[src/include/tsc_defs.vh]
`ifndef TSC_DEFS_VH
`define TSC_DEFS_VH
// =====================================================
// Timing
// =====================================================
// System clock rate in hertz.
`define TSC_CLK_HZ 20000000
// Internal clock pulse period in milliseconds (5 per second).
`define TSC_CONV_MS 200
// Cycles per internal clock pulse.
`define TSC_CONV_CYC ((`TSC_CLK_HZ / 1000) * `TSC_CONV_MS)
// Debounce time of the scan start inputs in milliseconds.
`define TSC_DEB_MS 10
// Cycles a scan start input must stay stable.
`define TSC_DEB_CYC ((`TSC_CLK_HZ / 1000) * `TSC_DEB_MS)
// Internal clock pulses from a step to data ready.
`define TSC_SETTLE_TICKS 5'h10
// Highest channel number.
`define TSC_LAST_CHAN 3'h5
// Last reading index of a scan, so six readings per scan.
`define TSC_LAST_STEP 3'h5
// =====================================================
// Registers
// =====================================================
// Control register byte offset.
`define TSC_CTRL_OFS 4'h0
// Status register byte offset.
`define TSC_STAT_OFS 4'h4
// Latched reading register byte offset.
`define TSC_DATA_OFS 4'h8
// Control bit that starts a scan.
`define TSC_CTRL_START 0
// Control bit that steps the channel.
`define TSC_CTRL_STEP 1
// Reset value of the wait request flop.
`define TSC_WAIT_RST 1'b1
`endif

[src/design/tsc_scan_ctrl.v]
// Added by the designer: the placing of the registers and the Avalon-MM slave port.
`include "tsc_defs.vh"
`timescale 1ns/1ps
`default_nettype none
module tsc_scan_ctrl #(
	parameter CONV_CYC = `TSC_CONV_CYC,
	parameter DEB_CYC = `TSC_DEB_CYC
) (
	// Clock and reset.
	input wire sys_clk,
	input wire rst,
	// Avalon-MM register slave.
	input wire [3:0] avs_address,
	input wire avs_read,
	input wire avs_write,
	input wire [31:0] avs_writedata,
	input wire [3:0] avs_byteenable,
	output reg [31:0] avs_readdata,
	output reg avs_waitrequest,
	// Control pins from outside.
	input wire blank_n,
	input wire conv_hold_n,
	input wire data_hold_n,
	input wire scan_en,
	input wire scan_start,
	input wire scan_start_n,
	input wire chan_inc,
	input wire sw_sel,
	input wire [2:0] sw_chan,
	input wire [2:0] chan_bcd_in,
	input wire [2:0] dp_n,
	// Result of the converter, same clock domain.
	input wire [11:0] adc_bcd,
	input wire adc_ovr,
	input wire adc_pos,
	input wire adc_ovl,
	// Converter control.
	output reg conv_go,
	// Latched parallel outputs.
	output reg [11:0] data_bcd,
	output reg data_ovr,
	output reg data_pos,
	output reg data_ovl_n,
	output reg data_rdy,
	output reg data_rdy_n,
	output reg eoc_clk,
	// Channel and mode outputs.
	output reg [2:0] chan_bcd_out,
	output reg mode_sw,
	// Display drive.
	output reg [11:0] disp_bcd,
	output reg disp_ovr,
	output reg disp_pos,
	output reg disp_on,
	output reg [2:0] dp_on
);
	// =====================================================
	// Pin synchronisers
	// =====================================================
	localparam NPIN = 17;
	// Raw pin bundle.
	wire [NPIN-1:0] pin_raw;
	// Three flop stages per pin.
	reg [NPIN-1:0] s1_ff;
	reg [NPIN-1:0] s2_ff;
	reg [NPIN-1:0] s3_ff;
	// Accepted pin levels.
	reg [NPIN-1:0] pin_ff;
	assign pin_raw = {blank_n, conv_hold_n, data_hold_n, scan_en, scan_start, scan_start_n,
		chan_inc, sw_sel, sw_chan, chan_bcd_in, dp_n};
	genvar gi;
	generate
		for (gi = 0; gi < NPIN; gi = gi + 1)
		begin : g_sync
			// A change counts once the second and third stages agree.
			always @(posedge sys_clk)
			begin
				s1_ff[gi] <= pin_raw[gi];
				s2_ff[gi] <= s1_ff[gi];
				s3_ff[gi] <= s2_ff[gi];
				// Under reset the accepted level follows the pin, so release brings no false edge.
				if (rst || (s2_ff[gi] == s3_ff[gi]))
					pin_ff[gi] <= s3_ff[gi];
			end
		end
	endgenerate
	// Named views of the accepted levels.
	wire blank_n_s = pin_ff[16];
	wire hold_n_s = pin_ff[15];
	wire dhold_n_s = pin_ff[14];
	wire scan_en_s = pin_ff[13];
	wire inc_s = pin_ff[10];
	wire sw_sel_s = pin_ff[9];
	wire [2:0] sw_chan_s = pin_ff[8:6];
	wire [2:0] ext_chan_s = pin_ff[5:3];
	wire [2:0] dp_n_s = pin_ff[2:0];
	// Both start inputs as active-high requests.
	wire [1:0] start_req = {pin_ff[12], ~pin_ff[11]};

	// =====================================================
	// Scan start debounce
	// =====================================================
	reg [22:0] deb_cnt_ff [0:1];
	reg [1:0] deb_ff;
	generate
		for (gi = 0; gi < 2; gi = gi + 1)
		begin : g_deb
			// The level is taken only after it stays put long enough.
			always @(posedge sys_clk)
			begin
				if (rst)
				begin
					deb_cnt_ff[gi] <= 23'h0;
					// Start from the current level of the pin, so reset fakes no start.
					deb_ff[gi] <= start_req[gi];
				end
				else if (start_req[gi] == deb_ff[gi])
					deb_cnt_ff[gi] <= 23'h0;
				else if (deb_cnt_ff[gi] == DEB_CYC[22:0] - 23'h1)
				begin
					deb_cnt_ff[gi] <= 23'h0;
					deb_ff[gi] <= start_req[gi];
				end
				else
					deb_cnt_ff[gi] <= deb_cnt_ff[gi] + 23'h1;
			end
		end
	endgenerate

	// =====================================================
	// Register bus
	// =====================================================
	// Software start and step pulses.
	reg sw_start_ff;
	reg sw_step_ff;
	// Register decode.
	wire bus_req = avs_read | avs_write;
	wire hit_ctrl = (avs_address == `TSC_CTRL_OFS);
	wire hit_stat = (avs_address == `TSC_STAT_OFS);
	wire hit_data = (avs_address == `TSC_DATA_OFS);
	reg busy_ff;
	reg [2:0] chan_ff;
	// One wait state; the write lands when wait request is seen low.
	always @(posedge sys_clk)
	begin
		if (rst)
		begin
			avs_waitrequest <= `TSC_WAIT_RST;
			avs_readdata <= 32'h0;
			sw_start_ff <= 1'b0;
			sw_step_ff <= 1'b0;
		end
		else
		begin
			sw_start_ff <= 1'b0;
			sw_step_ff <= 1'b0;
			if (bus_req && avs_waitrequest)
			begin
				avs_waitrequest <= 1'b0;
				if (avs_read && hit_ctrl)
					avs_readdata <= 32'h0;
				else if (avs_read && hit_stat)
					avs_readdata <= {24'h0, data_pos, data_ovl_n, mode_sw, data_rdy, busy_ff, chan_ff};
				else if (avs_read && hit_data)
					avs_readdata <= {19'h0, data_ovr, data_bcd};
				else
					avs_readdata <= 32'h0;
			end
			else
			begin
				avs_waitrequest <= 1'b1;
				// Writes of one pulse the start or step action.
				if (avs_write && hit_ctrl && avs_byteenable[0])
				begin
					sw_start_ff <= avs_writedata[`TSC_CTRL_START];
					sw_step_ff <= avs_writedata[`TSC_CTRL_STEP];
				end
			end
		end
	end

	// =====================================================
	// Internal clock and conversion pacing
	// =====================================================
	reg [22:0] tick_cnt_ff;
	reg tick_ff;
	reg flash_ff;
	// One tick every conversion period.
	always @(posedge sys_clk)
	begin
		if (rst)
		begin
			tick_cnt_ff <= 23'h0;
			tick_ff <= 1'b0;
			flash_ff <= 1'b0;
		end
		else if (tick_cnt_ff == CONV_CYC[22:0] - 23'h1)
		begin
			tick_cnt_ff <= 23'h0;
			tick_ff <= 1'b1;
			flash_ff <= ~flash_ff;
		end
		else
		begin
			tick_cnt_ff <= tick_cnt_ff + 23'h1;
			tick_ff <= 1'b0;
		end
	end
	// A tick converts only while the converter is not held.
	wire conv_tick = tick_ff & hold_n_s;

	// =====================================================
	// Result latches and display
	// =====================================================
	// Display follows each conversion and keeps the last one under hold.
	always @(posedge sys_clk)
	begin
		if (rst)
		begin
			conv_go <= 1'b0;
			disp_bcd <= 12'h0;
			disp_ovr <= 1'b0;
			disp_pos <= 1'b1;
			disp_on <= 1'b0;
			dp_on <= 3'h0;
			data_bcd <= 12'h0;
			data_ovr <= 1'b0;
			data_pos <= 1'b1;
			data_ovl_n <= 1'b1;
			eoc_clk <= 1'b0;
		end
		else
		begin
			conv_go <= conv_tick;
			eoc_clk <= 1'b0;
			if (conv_tick)
			begin
				disp_bcd <= adc_bcd;
				disp_ovr <= adc_ovr;
				disp_pos <= adc_pos;
				if (dhold_n_s)
				begin
					data_bcd <= adc_bcd;
					data_ovr <= adc_ovr;
					data_pos <= adc_pos;
					data_ovl_n <= ~adc_ovl;
					eoc_clk <= 1'b1;
				end
			end
			// Digits dark when blanked or, under overload, in the flash off phase.
			disp_on <= blank_n_s & ~(adc_ovl & flash_ff);
			// Points stay under their own inputs only.
			dp_on <= ~dp_n_s;
		end
	end

	// =====================================================
	// Scan sequencer
	// =====================================================
	reg inc_d_ff;
	reg [1:0] deb_d_ff;
	reg [2:0] step_ff;
	reg [4:0] settle_ff;
	// Start edge from either debounced input or software.
	wire start_lvl = |deb_ff;
	wire start_edge = (|(deb_ff & ~deb_d_ff)) | sw_start_ff;
	// Channel step from the pin edge or software.
	wire step_edge = (inc_s & ~inc_d_ff) | sw_step_ff;
	// Scanner drives the channel only when the switch is off.
	wire scan_mode = scan_en_s & ~sw_sel_s;
	wire [2:0] chan_nxt = (chan_ff == `TSC_LAST_CHAN) ? 3'h0 : chan_ff + 3'h1;
	// Sequence of scanning, stepping and settling.
	always @(posedge sys_clk)
	begin
		if (rst)
		begin
			// Edge detectors track their inputs through reset, so no step follows release.
			inc_d_ff <= inc_s;
			deb_d_ff <= deb_ff;
			busy_ff <= 1'b0;
			chan_ff <= 3'h0;
			step_ff <= 3'h0;
			settle_ff <= 5'h0;
			data_rdy <= 1'b0;
			data_rdy_n <= 1'b1;
		end
		else
		begin
			inc_d_ff <= inc_s;
			deb_d_ff <= deb_ff;
			if (start_edge)
			begin
				busy_ff <= 1'b1;
				step_ff <= 3'h0;
				settle_ff <= 5'h0;
				data_rdy <= 1'b0;
				data_rdy_n <= 1'b1;
			end
			else if (step_edge)
			begin
				settle_ff <= 5'h0;
				data_rdy <= 1'b0;
				data_rdy_n <= 1'b1;
				if (scan_mode)
				begin
					chan_ff <= chan_nxt;
					// Stop at channel zero once the start is gone.
					if (chan_nxt == 3'h0 && !start_lvl)
						busy_ff <= 1'b0;
				end
				else if (busy_ff)
				begin
					// Six readings of the addressed channel, then stop once the start is gone.
					if (step_ff == `TSC_LAST_STEP && !start_lvl)
						busy_ff <= 1'b0;
					step_ff <= (step_ff == `TSC_LAST_STEP) ? 3'h0 : step_ff + 3'h1;
				end
			end
			else if (tick_ff && busy_ff && !data_rdy)
			begin
				// Settling counts internal clock pulses.
				if (settle_ff == `TSC_SETTLE_TICKS - 5'h1)
				begin
					data_rdy <= 1'b1;
					data_rdy_n <= 1'b0;
				end
				settle_ff <= settle_ff + 5'h1;
			end
		end
	end

	// =====================================================
	// Channel selection outputs
	// =====================================================
	// Switch first, then scanner or external code.
	always @(posedge sys_clk)
	begin
		if (rst)
		begin
			chan_bcd_out <= 3'h0;
			mode_sw <= 1'b0;
		end
		else
		begin
			mode_sw <= sw_sel_s;
			if (sw_sel_s)
				chan_bcd_out <= sw_chan_s;
			else if (scan_en_s)
				chan_bcd_out <= chan_ff;
			else
				chan_bcd_out <= ext_chan_s;
		end
	end
endmodule
`default_nettype wire

[config.mk]
export PLATFORM = sky130hd
export DESIGN_NAME = tsc_scan_ctrl
export DESIGN_NICKNAME = d
export VERILOG_FILES = /design/src/design/tsc_scan_ctrl.v
export VERILOG_INCLUDE_DIRS = /design/src /design/src/include
export SDC_FILE = /design/constraint.sdc
export NUM_CORES = 1
export LEC_CHECK = 0
export ABC_AREA = 1
export BUFFER_PORTS_ARGS = -buffer_cell sky130_fd_sc_hd__buf_4
export CAP_MARGIN = 20
export CORE_UTILIZATION = 60
export CTS_CLUSTER_DIAMETER = 120
export DETAILED_ROUTE_END_ITERATION = 16
export PLACE_DENSITY = 0.84
export SLEW_MARGIN = 20
export SYNTH_ARGS = -nofsm -noshare
export SYNTH_HDL_FRONTEND = slang
export SYNTH_SLANG_ARGS = --single-unit
[constraint.sdc]
create_clock -name sys_clk -period 4.4 [get_ports sys_clk]
set_input_delay 0.88 -clock sys_clk [delete_from_list [all_inputs] [get_ports sys_clk]]
set_output_delay 0.88 -clock sys_clk [all_outputs]
set_load 0.05 [all_outputs]
==> results.py <==
metrics = {
    "outcome": {
        "outcome": "finished clean",
    },
    "detailed_routing": {
        "num_vias": 7189,
        "vias_per_cell": 5.10,
        "drc": 0,
        "detail_route.wl_per_cell_um": 13.8,
        "totalWireLength_um": 19500,
        "drtIter0Drc": 643,
        "drt_pass1_iterations": 5,
        "postRouteAntennaNets": 0,
    },
    "yosys": {
        "yosysTopAreaCellShare_pct": 33.2,
        "synth_seq_area_share_pct": 55.0,
        "synth_cell_types": 33,
        "yosys_warnings": 0,
        "yosysMostFrequentCell": "nand2_1",
        "synth_cells": 1063,
        "yosys.area.top_type": "dfxtp_1",
        "synth_edf_count": 65,
        "synth_common_cells": "245 x nand2_1, 199 x nor2_1, 148 x dfxtp_1",
        "synth_area_leaders": "dfxtp_1 33%, edfxtp_1 22%, nand2_1 10%, nor2_1 8.4%, a21oi_1 4.3%",
        "ys_ff_latch": 213,
        "synth_flop_cell": "dfxtp_1",
        "syn-mean-instance-area_um2": 8.40,
        "async_flop_share_pct": 0,
        "synth_area_um2": 8930,
    },
    "die": {
        "dieArea_um2": 15400,
        "die_w_um": 124,
        "num_rows": 44,
        "coreArea_um2": 14500,
        "initial_utilization_pct": 61.4,
        "dieHeight_um": 124,
        "io_pins": 150,
    },
    "sta": {
        "fin_skew_ns": 0.00957,
        "tightestPinTransition_ns": 0.681,
        "hold_viol": 0,
        "post-route-period-util_pct": 61.9,
        "rsz0062_at_grt": "false",
        "clock.fmax_ghz": 0.367,
        "drv_slew": 0,
        "setup_viol": 0,
        "slew_headroom_pct": 54.5,
        "period_needed_ns": 2.72,
        "fin_tns_setup_ns": 0,
    },
    "setup_path": {
        "critPathLaunchType": "flip-flop",
        "path_cells": "nand2_1 -> inv_1 -> nand2_1 -> clkinv_1 -> nand2_1 -> a21oi_1",
        "cp-end-kind": "flip-flop",
        "path_buf_inv": 2,
        "critPathMaxFanout": 22,
        "crit_type": "reg2reg",
        "arrival_ns": 3.07,
        "critPathMaxStageDelay_ns": 0.64,
        "cp_slowest_cell": "nand2_1",
        "worstPathRequired_ns": 4.75,
        "crit_path_frequent_cell": "nand2_1",
        "crit_family": "simple AND/OR/NAND/NOR gates",
    },
    "clocking": {
        "post_cts_resized": 0,
        "cts_root_buffer": "clkbuf_16",
        "insertion_delay_ns": 0.50,
        "htreeDepth": 1,
        "postCtsSetupBuffers": 0,
        "cts_tree": "yes",
        "clk_pin_slew_ns": 0.06,
        "numClockSinks": 213,
        "postCtsHoldBufs": 0,
        "clockBufferDepth": 3,
        "cts-buffers-inserted": 22,
    },
    "placement": {
        "io_buffer_count": 97,
        "gp_congestion": 0.917,
        "hpwl_um": 13500,
    },
    "pwr": {
        "power_density_nw_per_um2": 410,
        "intPower_mw": 3.35,
        "p_leak_nw": 4.27,
        "switching_share_pct": 23.0,
        "power_switching_mw": 1.00,
        "ir_worst_vdd_mv": 0.367,
        "p_clk_share_pct": 43.7,
        "p_seq_share_pct": 49.9,
        "p_comb_share_pct": 6.4,
    },
    "layout": {
        "layout-drive-gt1-share_pct": 13.7,
        "nFillCells": 1088,
        "synthToLayoutAreaGrowth_pct": 19.0,
        "regArea_um2": 4910,
        "multi_input_area_um2": 3670,
        "layout.nets": 1291,
        "n_antenna_cell": 0,
        "final_util_pct": 73.1,
    },
    "global_routing": {
        "antenna_found_initial": 0,
        "grtUsageTotal_pct": 25.7,
        "grt_pass1_vias": 6828,
        "overflow": 0,
        "grt_max_degree": 59,
        "grt_pass1_wl_um": 31200,
    },
    "job": {
        "drv_cap": 0,
    },
    "min_path": {
        "hold_class": "reg2reg",
    },
}
through the flow:
stage          cell area, um^2  power [mW]  hold WS, ns  instances  setup slack [ns]
4_1_cts                  10600        4.38        0.322       1409              1.68
3_3_place_gp              9870        2.48        0.310       1370              1.81
6_report                 10600        4.36        0.322       1409              1.68
2_1_floorplan             9170        2.42        0.310       1126              2.63
3_5_place_dp              9870        2.49        0.312       1370              1.74
5_1_grt                  10600        4.49        0.331       1409              1.47
registers in the layout, indices dropped and copies added (netlist names), 2 cells and up:
register / cells
dp_on: 3
deb_ff: 2
chan_ff: 3
ext_chan_s: 3
disp_bcd: 12
s3_ff: 17
data_bcd: 12
step_ff: 3
pin_ff: 5
s2_ff: 17
avs_readdata: 13
dp_n_s: 3
deb_d_ff: 2
s1_ff: 17
settle_ff: 5
tick_cnt_ff: 23
chan_bcd_out: 3
deb_cnt_ff: 46
logic make-up (layout without fill, tap and decap cells):
| kind of cell | Yosys count | count (layout) | share of synthesized area [%] |
|---|---|---|---|
| and+or+nand+nor | 546 | 546 | 26.2 |
| AOI/OAI and AO/OA | 137 | 137 | 7.83 |
| adders and majority gates | 5 | 5 | 0.701 |
| other | 2 | 65 | 0.0841 |
| DFF | 213 | 213 | 55.0 |
| xor gates and xnor gates | 37 | 37 | 3.63 |
| buffers and inverters | 123 | 222 | 6.46 |
cell usage in the layout, fill, tap and decap left out, types with 2 or more instances in the layout:
master     count
edfxtp_1      65
clkbuf_16     26
clkbuf_8       2
nand4_1       12
a21oi_1       76
inv_1         82
nand3_1       41
clkinv_1       2
nand2_2        5
conb_1        65
inv_2          2
xor2_1        19
or2_0          2
nand2_4        2
o21bai_1       4
buf_4         98
nand3_2        8
clkinv_2       3
o21ai_0       56
xnor2_1       18
dfxtp_1      148
clkbuf_1       5
nor2_1       199
nor2_4         7
nor2_2        11
nand2_1      245
nand3b_1       6
nor3_1         5
ha_1           5
worst reg2reg max path: stages, from the launching register on:
cell,delay [ns]
edfxtp_1,0.35
nand2_1,0.43
inv_1,0.42
nand2_1,0.64
clkinv_1,0.45
nand2_1,0.18
a21oi_1,0.10
path summary, 6_finish.rpt:
kind	from	end	slack [ns]	cells past startpoint
max reg2reg	hold_n_s	data_bcd[8]	1.68	6
max	hold_n_s	data_bcd[8]	1.68	6
min	s1_ff[7]	s2_ff[7]	0.32	0
min reg2reg	s1_ff[7]	s2_ff[7]	0.32	0
cell type report:
class                           instances  area share, %
Sequential cell                       213           46.2
Multi-Input combinational cell        790           34.6
Timing Repair Buffer                   98           6.92
Clock buffer                           33           6.56
Inverter                               85           3.00
Tap cell                              184           2.17
Clock inverter                          6          0.542
power by group through the flow:
stage / logic (mW) / clock network [mW] / registers [mW]
final: 0.280 / 1.90 / 2.17
after global routing: 0.313 / 2.00 / 2.18
after global placement: 0.268 / 0 / 2.21
after detailed placement: 0.276 / 0 / 2.21
after floorplan: 0.195 / 0 / 2.22
after CTS: 0.279 / 1.93 / 2.17
routing by layer:
metal,GRT usage [%],up-vias,wire (um)
met1,32.3,3297,8210
met2,44.1,212,9500
met5,0,-,0
met4,10.3,0,750
li1,-,3624,-
met3,4.21,56,1010
(Power assumes the default switching activity.)
